`config.mk`:
```
export PLATFORM = sky130hd
export DESIGN_NAME = mls_modem_loop_select
export DESIGN_NICKNAME = d
export VERILOG_FILES = /design/src/mls_pkg.sv /design/src/mls_modem_loop_select.sv /design/src/mls_osc_divider.sv
export VERILOG_INCLUDE_DIRS = /design/src
export SDC_FILE = /design/constraint.sdc
export NUM_CORES = 1
export LEC_CHECK = 0
export BUFFER_PORTS_ARGS = -buffer_cell sky130_fd_sc_hd__buf_4
export CELL_PAD_IN_SITES_DETAIL_PLACEMENT = 1
export CELL_PAD_IN_SITES_GLOBAL_PLACEMENT = 2
export CORE_UTILIZATION = 29
export CTS_CLUSTER_DIAMETER = 100
export DETAILED_ROUTE_END_ITERATION = 6
export MAX_ROUTING_LAYER = met4
export PLACE_DENSITY = 0.89
export SYNTH_ARGS = -nofsm -noshare
export SYNTH_HDL_FRONTEND = slang
export SYNTH_SLANG_ARGS = --single-unit
```
`constraint.sdc`:
```
create_clock -name SYS_CLK -period 2.6 [get_ports SYS_CLK]
set_clock_uncertainty 0.1 [all_clocks]
set_input_delay 0.26 -clock SYS_CLK [delete_from_list [all_inputs] [get_ports SYS_CLK]]
set_output_delay 0.26 -clock SYS_CLK [all_outputs]
set_load 0.01 [all_outputs]
```
`src/mls_defs.svh`:
```
`ifndef MLS_DEFS_SVH
`define MLS_DEFS_SVH

// ==========================================================
// Register map, byte addresses on the APB side
`define MLS_ADDR_W        8
`define MLS_ADDR_CTRL     8'h00
`define MLS_ADDR_CFG      8'h04
`define MLS_ADDR_STAT     8'h08

// ==========================================================
// Control register fields
`define MLS_CTRL_W        6
`define MLS_CTRL_RST      6'h00
`define MLS_CTRL_DTR      0
`define MLS_CTRL_LOOPREQ  1
`define MLS_CTRL_RUN      2
`define MLS_CTRL_STEP     3
`define MLS_CTRL_HDX      4
`define MLS_CTRL_LOOPBACK 5

// ==========================================================
// Configuration register fields
`define MLS_CFG_W         2
`define MLS_CFG_RST       2'h0
`define MLS_CFG_SE        0
`define MLS_CFG_EXTCLK    1

// ==========================================================
// Status register fields
`define MLS_STAT_W        7
`define MLS_STAT_READY    0
`define MLS_STAT_CTS      1
`define MLS_STAT_RING     2
`define MLS_STAT_PERMIT   3
`define MLS_STAT_LOOP     4
`define MLS_STAT_RTSFLOP  5
`define MLS_STAT_MCLK     6

// ==========================================================
// Timing: 20 kHz oscillator period against the 40 ns system clock
`define MLS_CLK_PERIOD_NS 40
`define MLS_OSC_PERIOD_NS 50000
`define MLS_OSC_TICK_CYCLES (`MLS_OSC_PERIOD_NS / `MLS_CLK_PERIOD_NS)

`endif

```
`src/mls_pkg.sv`:
```
// ==========================================================
// Shared types
package mls_pkg;
	// Clock source selection, index is {run, loop}
	typedef enum logic [3:0] {
		MLS_SRC_MODEM = 4'b0001,
		MLS_SRC_STEP  = 4'b0010,
		MLS_SRC_SIM   = 4'b0100,
		MLS_SRC_MAINT = 4'b1000
	} mls_clock_source_mux_type;
endpackage

```
`src/mls_modem_loop_select.sv`:
```
// Operation
// Send permit needs modem ready and clear-to-send
// Ready, clear-to-send, ring readable as status
// Option forces modem ready status always on
// Interface select picks differential or inverted single-ended
// Option forces request-to-send always asserted; the code forces it in user mode only, maintenance holds it off
// Oscillator divided by two gives maintenance clock
// External clock out only when switch enables
// Loop select is loop request OR bit5
// User mode: transmitter enable follows send permit
// User mode: request-to-send follows its flop
// User mode: receive data comes from modem
// User mode: terminal ready follows its flop
// Maintenance: transmitter enable follows request flop
// Maintenance: request-to-send held off
// Maintenance: transmit data looped to receiver
// Maintenance: terminal ready held off
// Integral variant: enable from inverted clear-to-send
// Processor supplies single-step clock in internal maintenance
// System test clocks from maintenance oscillator
// External maintenance uses returned maintenance clock
// Run and loop select pick clock source
// Receive clock blocked in half duplex sending
// Reset clears loop, terminal and request flops
//
// Implementation choices: the register offsets and the APB interface to the registers.
`timescale 1ns/1ns
`include "mls_defs.svh"
module mls_modem_loop_select
	import mls_pkg::*;
#(
	parameter bit DSR_FORCE       = 1'b0,
	parameter bit RTS_FORCE       = 1'b0,
	parameter bit INTEGRAL_MODEM  = 1'b0,
	parameter int OSC_TICK_CYCLES = `MLS_OSC_TICK_CYCLES
)(
	input  wire logic                   SYS_CLK,
	input  wire logic                   RST,
	input  wire logic                   PSEL,
	input  wire logic                   PENABLE,
	input  wire logic                   PWRITE,
	input  wire logic [`MLS_ADDR_W-1:0] PADDR,
	input  wire logic [31:0]            PWDATA,
	output logic      [31:0]            PRDATA,
	output logic                        PREADY,
	output logic                        PSLVERR,
	input  wire logic                   MODEM_READY_IN,
	input  wire logic                   CLEAR_TO_SEND_IN,
	input  wire logic                   RING_IN,
	input  wire logic                   INTEGRAL_MODEM_CTS_N,
	input  wire logic                   SE_XMIT_CLOCK,
	input  wire logic                   SE_RECEIVE_DATA,
	input  wire logic                   SE_RECEIVE_CLOCK,
	input  wire logic                   DF_XMIT_CLOCK,
	input  wire logic                   DF_RECEIVE_DATA,
	input  wire logic                   DF_RECEIVE_CLOCK,
	input  wire logic                   TRANSMIT_LINE_DATA,
	input  wire logic                   RTS_SET,
	input  wire logic                   RTS_CLEAR,
	output logic                        TRANSMITTER_ENABLE,
	output logic                        REQUEST_SEND_OUT,
	output logic                        TERMINAL_READY_OUT,
	output logic                        SELECTED_RECEIVE_DATA,
	output logic                        TX_CLOCK,
	output logic                        RX_CLOCK,
	output logic                        EXTERNAL_CLOCK_OUT
);
	// ==========================================================
	// Pin synchronisers
	localparam int NSYNC = 10;
	localparam int S_RDY = 0;
	localparam int S_CTS = 1;
	localparam int S_RING = 2;
	localparam int S_CSN = 3;
	localparam int S_SE = 4;
	localparam int S_DF = 7;

	logic [NSYNC-1:0] pin_vec;
	logic [NSYNC-1:0] sync1_reg;
	logic [NSYNC-1:0] sync2_reg;

	assign pin_vec = {DF_RECEIVE_CLOCK, DF_RECEIVE_DATA, DF_XMIT_CLOCK,
		SE_RECEIVE_CLOCK, SE_RECEIVE_DATA, SE_XMIT_CLOCK,
		INTEGRAL_MODEM_CTS_N, RING_IN, CLEAR_TO_SEND_IN, MODEM_READY_IN};

	// Two stages; only the second stage feeds any logic
	always_ff @(posedge SYS_CLK) begin
		if (RST) begin
			sync1_reg <= '0;
			sync2_reg <= '0;
		end else begin
			sync1_reg <= pin_vec;
			sync2_reg <= sync1_reg;
		end
	end

	// ==========================================================
	// Interface select: index 0 transmit clock, 1 data, 2 receive clock
	logic [`MLS_CFG_W-1:0] cfg_reg;
	logic [`MLS_CFG_W-1:0] cfg_next;
	logic [2:0]            modem_sel;

	// Single-ended receivers invert, so that path is complemented
	genvar gi;
	generate
		for (gi = 0; gi < 3; gi++) begin : g_iface
			assign modem_sel[gi] = cfg_reg[`MLS_CFG_SE] ? ~sync2_reg[S_SE + gi]
				: sync2_reg[S_DF + gi];
		end
	endgenerate

	logic modem_xmit_clock;
	logic modem_receive_data;
	logic modem_recv_clock;
	assign modem_xmit_clock   = modem_sel[0];
	assign modem_receive_data = modem_sel[1];
	assign modem_recv_clock   = modem_sel[2];

	// ==========================================================
	// Modem status and mode select
	logic [`MLS_CTRL_W-1:0] ctrl_reg;
	logic [`MLS_CTRL_W-1:0] ctrl_next;
	logic                   request_send_flop_reg;
	logic                   request_send_flop_next;
	logic                   modem_ready_status;
	logic                   clear_to_send_status;
	logic                   ring_indicate_status;
	logic                   modem_send_permit;
	logic                   user_enable;
	logic                   loop_sel;
	logic                   cpu_loop_request;
	logic                   loopback_control_bit;
	logic                   run_flag;
	logic                   single_step_clock;
	logic                   half_duplex_select;
	logic                   terminal_ready_flop;
	logic                   maintenance_clock;

	assign cpu_loop_request     = ctrl_reg[`MLS_CTRL_LOOPREQ];
	assign loopback_control_bit = ctrl_reg[`MLS_CTRL_LOOPBACK];
	assign run_flag             = ctrl_reg[`MLS_CTRL_RUN];
	assign single_step_clock    = ctrl_reg[`MLS_CTRL_STEP];
	assign half_duplex_select   = ctrl_reg[`MLS_CTRL_HDX];
	assign terminal_ready_flop  = ctrl_reg[`MLS_CTRL_DTR];

	// Status and send permit; the forced option also satisfies the ready half of the permit
	assign modem_ready_status   = DSR_FORCE ? 1'b1 : sync2_reg[S_RDY];
	assign clear_to_send_status = sync2_reg[S_CTS];
	assign ring_indicate_status = sync2_reg[S_RING];
	assign modem_send_permit    = modem_ready_status & clear_to_send_status;
	assign user_enable = INTEGRAL_MODEM ? ~sync2_reg[S_CSN] : modem_send_permit;
	assign loop_sel = cpu_loop_request | loopback_control_bit;

	mls_osc_divider #(
		.TICK_CYCLES(OSC_TICK_CYCLES)
	) u_osc (
		.SYS_CLK  (SYS_CLK),
		.RST      (RST),
		.maint_clk(maintenance_clock)
	);

	// ==========================================================
	// APB slave, zero wait states
	logic        acc_wr;
	logic        setup_rd;
	logic        addr_hit;
	logic [31:0] prdata_reg;
	logic [31:0] prdata_next;
	logic [`MLS_STAT_W-1:0] stat_vec;

	assign acc_wr   = PSEL & PENABLE & PWRITE;
	assign setup_rd = PSEL & ~PENABLE & ~PWRITE;
	assign addr_hit = (PADDR == `MLS_ADDR_CTRL) | (PADDR == `MLS_ADDR_CFG)
		| (PADDR == `MLS_ADDR_STAT);
	assign PREADY   = 1'b1;
	assign PSLVERR  = PSEL & PENABLE & ~addr_hit;
	assign PRDATA   = prdata_reg;

	assign stat_vec = {maintenance_clock, request_send_flop_reg, loop_sel,
		modem_send_permit, ring_indicate_status, clear_to_send_status,
		modem_ready_status};

	// Register writes, read capture in setup, transmitter request flop
	always_comb begin
		ctrl_next   = ctrl_reg;
		cfg_next    = cfg_reg;
		prdata_next = prdata_reg;
		if (acc_wr && PADDR == `MLS_ADDR_CTRL) begin
			ctrl_next = PWDATA[`MLS_CTRL_W-1:0];
		end
		if (acc_wr && PADDR == `MLS_ADDR_CFG) begin
			cfg_next = PWDATA[`MLS_CFG_W-1:0];
		end
		if (setup_rd) begin
			case (PADDR)
				`MLS_ADDR_CTRL: prdata_next = {26'h0, ctrl_reg};
				`MLS_ADDR_CFG:  prdata_next = {30'h0, cfg_reg};
				`MLS_ADDR_STAT: prdata_next = {25'h0, stat_vec};
				default:        prdata_next = 32'h0;
			endcase
		end
		// Set beats clear so a start request is never lost
		request_send_flop_next = request_send_flop_reg;
		if (RTS_CLEAR) begin
			request_send_flop_next = 1'b0;
		end
		if (RTS_SET) begin
			request_send_flop_next = 1'b1;
		end
	end

	always_ff @(posedge SYS_CLK) begin
		if (RST) begin
			ctrl_reg              <= `MLS_CTRL_RST;
			cfg_reg               <= `MLS_CFG_RST;
			prdata_reg            <= 32'h0;
			request_send_flop_reg <= 1'b0;
		end else begin
			ctrl_reg              <= ctrl_next;
			cfg_reg               <= cfg_next;
			prdata_reg            <= prdata_next;
			request_send_flop_reg <= request_send_flop_next;
		end
	end

	// ==========================================================
	// Loop select and clock source outputs
	mls_clock_source_mux_type clock_source_mux;
	logic tx_enable_next;
	logic rts_out_next;
	logic dtr_out_next;
	logic rxdata_next;
	logic tx_clk_next;
	logic rx_clock_source_mux;
	logic rx_clk_next;
	logic ext_clk_next;

	// Run flag is the high select, loop select the low
	always_comb begin
		case ({run_flag, loop_sel})
			2'b00:   clock_source_mux = MLS_SRC_MODEM;
			2'b01:   clock_source_mux = MLS_SRC_STEP;
			2'b10:   clock_source_mux = MLS_SRC_SIM;
			2'b11:   clock_source_mux = MLS_SRC_MAINT;
			default: clock_source_mux = MLS_SRC_MODEM;
		endcase
	end

	// Mode multiplexer; off states win over the forced options
	always_comb begin
		tx_enable_next = loop_sel ? request_send_flop_reg : user_enable;
		rts_out_next   = 1'b0;
		dtr_out_next   = 1'b0;
		rxdata_next    = loop_sel ? TRANSMIT_LINE_DATA : modem_receive_data;
		if (!loop_sel) begin
			rts_out_next = RTS_FORCE | request_send_flop_reg;
			dtr_out_next = terminal_ready_flop;
		end
		case (clock_source_mux)
			MLS_SRC_MODEM: begin
				tx_clk_next = modem_xmit_clock;
				rx_clock_source_mux  = modem_recv_clock;
			end
			MLS_SRC_STEP: begin
				tx_clk_next = single_step_clock;
				rx_clock_source_mux  = single_step_clock;
			end
			MLS_SRC_SIM: begin
				// Modem inputs carry the turned-around maintenance clock
				tx_clk_next = modem_xmit_clock;
				rx_clock_source_mux  = modem_recv_clock;
			end
			MLS_SRC_MAINT: begin
				tx_clk_next = maintenance_clock;
				rx_clock_source_mux  = maintenance_clock;
			end
			default: begin
				tx_clk_next = 1'b0;
				rx_clock_source_mux  = 1'b0;
			end
		endcase
		rx_clk_next  = rx_clock_source_mux & ~(half_duplex_select & request_send_flop_reg);
		ext_clk_next = cfg_reg[`MLS_CFG_EXTCLK] & maintenance_clock;
	end

	always_ff @(posedge SYS_CLK) begin
		if (RST) begin
			TRANSMITTER_ENABLE    <= 1'b0;
			REQUEST_SEND_OUT      <= 1'b0;
			TERMINAL_READY_OUT    <= 1'b0;
			SELECTED_RECEIVE_DATA <= 1'b0;
			TX_CLOCK              <= 1'b0;
			RX_CLOCK              <= 1'b0;
			EXTERNAL_CLOCK_OUT    <= 1'b0;
		end else begin
			TRANSMITTER_ENABLE    <= tx_enable_next;
			REQUEST_SEND_OUT      <= rts_out_next;
			TERMINAL_READY_OUT    <= dtr_out_next;
			SELECTED_RECEIVE_DATA <= rxdata_next;
			TX_CLOCK              <= tx_clk_next;
			RX_CLOCK              <= rx_clk_next;
			EXTERNAL_CLOCK_OUT    <= ext_clk_next;
		end
	end
endmodule

```
`src/mls_osc_divider.sv`:
```
`timescale 1ns/1ns
`include "mls_defs.svh"
// ==========================================================
// Maintenance oscillator and divide-by-two shaper
module mls_osc_divider #(
	parameter int TICK_CYCLES = `MLS_OSC_TICK_CYCLES
)(
	input  wire logic SYS_CLK,
	input  wire logic RST,
	output logic      maint_clk
);
	localparam int CW = $clog2(TICK_CYCLES);
	localparam logic [CW-1:0] LAST = CW'(TICK_CYCLES - 1);

	generate
		if (TICK_CYCLES < 2) begin : g_chk
			$error("mls_osc_divider: TICK_CYCLES must be at least 2");
		end
	endgenerate

	logic [CW-1:0] cnt_reg;
	logic [CW-1:0] cnt_next;
	logic          clk_reg;
	logic          clk_next;
	logic          osc_tick;

	// Oscillator edge every period, the flop toggles on it
	always_comb begin
		osc_tick = (cnt_reg == LAST);
		cnt_next = osc_tick ? '0 : cnt_reg + 1'b1;
		clk_next = osc_tick ? ~clk_reg : clk_reg;
	end

	// Free running: only reset stops it, as power-off would
	always_ff @(posedge SYS_CLK) begin
		if (RST) begin
			cnt_reg <= '0;
			clk_reg <= 1'b0;
		end else begin
			cnt_reg <= cnt_next;
			clk_reg <= clk_next;
		end
	end

	assign maint_clk = clk_reg;
endmodule

```
Yosys cells after proc, flatten, opt, wreduce, memory -nomap -nowiden
Index checks and enable logic that the tools add are counted.

Bits in registers: 80. Bits in latches: 0. Bits in writable memories: 0. ROM bits: 0. Input port bits: 58. Output and inout port bits: 41. Logic and storage cells: 65. Memories kept: 0.

Add/subtract/negate cells: 1. $mul: 0. Divide/modulo/power cells: 0. $lt $le $gt $ge: 0. Equal/unequal tests: 10. Shift operators: 0. Multiplexer cells: 11. Bitwise logic cells: 20. Reductions and logical operators: 8.

Operator list (count): $pmux 7 s3 (1); $pmux 4 s4 (1); $add 11x1->11 const B (1); $eq 11x11->1 const B (1); $and 1x1->1 (9); $eq 8x3->1 const B (1); $eq 8x4->1 const B (1); $logic_not 8->1 (1); $not 1->1 (8); $mux 1 (7); $pmux 1 s3 (2); $reduce_or 2->1 (3); $eq 2x2->1 const B (2); $eq 4x1->1 const B (1); $eq 4x2->1 const B (1); $eq 4x3->1 const B (1); $eq 4x4->1 const B (1); $or 1x1->1 (3); $eq 2x1->1 const B (1); $logic_and 1x1->1 (2); $logic_not 2->1 (1); $reduce_bool 2->1 (1).

Depth between registers and ports, before layout
Depth after elaboration: 7. Gate-level depth with buffers: 5. Depth with buffers taken out: 5.

By module
A second synthesis with hierarchy kept.

Cell total of the unflattened synthesis: 246. Area total of the unflattened synthesis: 2329.7 µm².

Modules (own cells, without submodules): mls_modem_loop_select (instances 1, cells an instance 186, area each 1799.2 µm², seq. area each 820.8 µm²); mls_osc_divider (instances 1, cells an instance 60, area each 530.5 µm², seq. area each 240.2 µm²).

Worst setup path after synthesis
OpenSTA, ideal clock, no wires.

Path kind: flip-flop to flip-flop. Start: register u_osc.cnt_reg[0]. End: register u_osc.clk_reg (netlist: u_osc.maint_clk). Setup time: 0.070 ns. Data arrival time: 1.508 ns. Required time: 2.430 ns. Setup slack: 0.922 ns. Stages on the path, launching flop included: 5. Buffers on the path: 0. Period minus slack after synthesis: 1.678 ns. Cell sequence: dfxtp_1 ha_1 or4b_4 or4_1 a21oi_1.

Word-level cells in the longest chain between the ends: 1.

RTL lines: from (decl) (line mls_osc_divider.sv:21) `logic [CW-1:0] cnt_reg;`; from (signal assigned) (line mls_osc_divider.sv:40) `cnt_reg <= cnt_next;`; $eq 11x11->1 (line mls_osc_divider.sv:29) `osc_tick = (cnt_reg == LAST);`; to (signal assigned) (line mls_osc_divider.sv:41) `clk_reg <= clk_next;`; to (decl) (line mls_osc_divider.sv:23) `logic clk_reg;`.

No other way between the ends. A chain may end at the register's enable or synchronous reset.

Final worst setup path
Start: register u_osc.cnt_reg[0]. End: register u_osc.cnt_reg[2].

Word-level cells in the longest chain between the ends: 2. Elaborated cells on any way between the ends: 3. Classes of those cells: 1 x add/sub; 1 x eq/ne; 1 x reduce/logical.

RTL lines: parallel branches: the longest is 2 deep, another holds $add 11x1->11.

Parallel ways; which one is timed is not known.

==> results.toml <==
[finish]
post_route_cells_drive_above_1_share_pct = 20.3
diodes = 0
layout_commonest_cell = "dfxtp_1"
largest_reg_flops = 11
mostFrequentLayoutCells = "dfxtp_1, buf_4, conb_1"
fin_util_pct = 36.0
stdcell_count = 375
fin_nets = 335
synthToLayoutAreaGrowth_pct = 18.4

[setup_path]
path_class = "reg -> reg"
cp-startpoint = "u_osc.cnt_reg[0]$_SDFF_PP0_"
critPathMaxFanout = 10
cp.arrival_ns = 1.93
cpMaxStageDelayCell = "or4b_4"
cp.required_ns = 2.68
slowest_delay_ns = 0.50
end_kind = "flip-flop"
start_kind = "flip-flop"
r2r_start = "u_osc.cnt_reg[0]$_SDFF_PP0_"
path_cells = "ha_1 > or4b_4 > o31ai_4 > nor2_1"

[route]
antenna_left = 0
wl_per_cell_microns = 12.3
drc = 0
num_vias = 1650
drtIter0Drc = 32
wl_mm = 4.61
drtPass1Iterations = 4
avgViaCountPerCell = 4.40

[floorplanning]
core_sq_mm = 0.00737
rows = 31
die_h_microns = 89.9
initial_core_util_pct = 30.4
die_w_microns = 89.9
ios = 99
die_area_sq_mm = 0.00808

[yosys]
netlist.area_leader.share_pct = 47.3
yosysWarnings = 0
synth_seq_cells = 53
synth_top_area_cell = "dfxtp_1"
synth_area_sq_mm = 0.00224
synth_cell_type_count = 43
syn_area_per_cell_sq_um = 9.70
seq_area_frac_synth_pct = 47.3
syn_inst = 231
synthTopCellsByArea = "dfxtp_1, buf_4, mux2i_1"
synth-edff-count = 0
ys.flop_type = "dfxtp_1"
async_flop_share_pct = 0

[clocking]
post_cts_buffers = 0
clkLatencyLatePin_ns = 0.30
cts_tree = "built"
clockRootBuffer = "clkbuf_8"
clock_path_buffers = 2
htreeDepth = 2
cts_hold_buf = 0
clk_pin_slew_ns = 0.10
cts_made_buffers = 5
cts.sinks = 53
cts.repair.resized = 0

[power]
power_density_mw_per_mm2 = 540
ir_drop_v = 0.000231
power.leakage_uw = 0.00107

[grt]
grt_max_degree = 29
grt_pass1_vias = 1609
grt_pass1_wl_mm = 7.59
globalRouteTotalUtil_pct = 12.0
grt_antenna_before_repair = 0
overflow = 0

[sta]
slew_headroom_pct = 60.5
tns_ns = 0
finalCritPeriodShare_pct = 71.1
drv_slew = 0
hold_ws_ns = 0.0575
min_period_ns = 1.85
worst_slew_pin_slew_ns = 0.592
timing.fmax_mhz = 541
rsz0062_at_grt = "false"
setup_violations = 0
final-hold-violation-count = 0

[placed_design]
dp_cells = 367
place.port_buffers = 45
gp_congestion = 0.815
hpwl_mm = 3.47

[outcome]
status = "finished, final reports clean"

[worst_hold_path]
hold_start = "SE_RECEIVE_CLOCK"
hold_class = "in -> reg"

[run]
drv_cap = 0
## metrics by stage
step / worst slack, ns / total power [uW] / area (sq um)
3_3_place_gp: 0.738 / 983 / 2560
3_5_place_dp: 0.698 / 987 / 2560
6_report: 0.751 / 1430 / 2650
5_1_grt: 0.653 / 1500 / 2650
4_1_cts: 0.742 / 1450 / 2650
2_1_floorplan: 0.922 / 958 / 2330
## layout make-up
cell class / instances / area (sq um)
Fill cell: 876 / 4720
Sequential cell: 53 / 1060
Multi-Input combinational cell: 163 / 1010
Timing Repair Buffer: 46 / 345
Tap cell: 99 / 124
Clock buffer: 5 / 68.8
Inverter: 6 / 22.5
Clock inverter: 3 / 21.3
## cells by family after synthesis
kind of cell	after synthesis	share of synthesized area, %
AOI/OAI and AO/OA	36	11.8
xor gates and xnor gates	3	1.17
adders and majority gates	2	1.12
buffers and inverters	39	11.6
DFF	53	47.3
muxes	14	6.25
other	2	0.335
and+or+nand+nor	82	20.4
## report_power, final
part           internal [uW]  switching, uW
registers                831           10.6
clock network            192            275
logic                   57.4           67.0
## layer usage
metal	GRT usage [%]	vias up	routed length, microns
li1	-	830	-
met1	14.8	765	2110
met2	18.9	50	2190
met3	3.72	5	260
met4	3.23	0	48
met5	-	-	0
## final timing paths
check                                      to  cells after the start  slack [ns]
hold / removal        sync1_reg[6]$_SDFF_PP0_                      2        0.06
setup / recovery  u_osc.cnt_reg[2]$_SDFF_PP0_                      4        0.75
setup reg to reg  u_osc.cnt_reg[2]$_SDFF_PP0_                      4        0.75
hold reg to reg       sync2_reg[7]$_SDFF_PP0_                      1        0.35
## synthesized netlist by cell type, types with 2 or more instances
library cell	number
a32o_1	2
and4_1	3
clkbuf_1	2
nor2b_1	20
dfxtp_1	53
nand3_1	4
or4_1	4
a21o_1	2
a21oi_1	11
buf_4	27
buf_1	2
o21ai_0	3
nor2_1	13
and2_1	3
nor3_1	2
conb_1	2
o2bb2ai_1	7
ha_1	2
nand4_1	2
inv_1	5
or3_1	3
xor2_1	2
a31oi_1	2
nand2_1	20
o31ai_1	4
mux2i_1	14
## worst max-delay path: cells and delay by family, from the launching register on
kind / cells / cell delay (ns)
DFF: 1 / 0.41
and+or+nand+nor: 2 / 0.60
AOI/OAI and AO/OA: 1 / 0.44
adders and majority gates: 1 / 0.17
No activity file was read; power rests on OpenSTA's default activity.
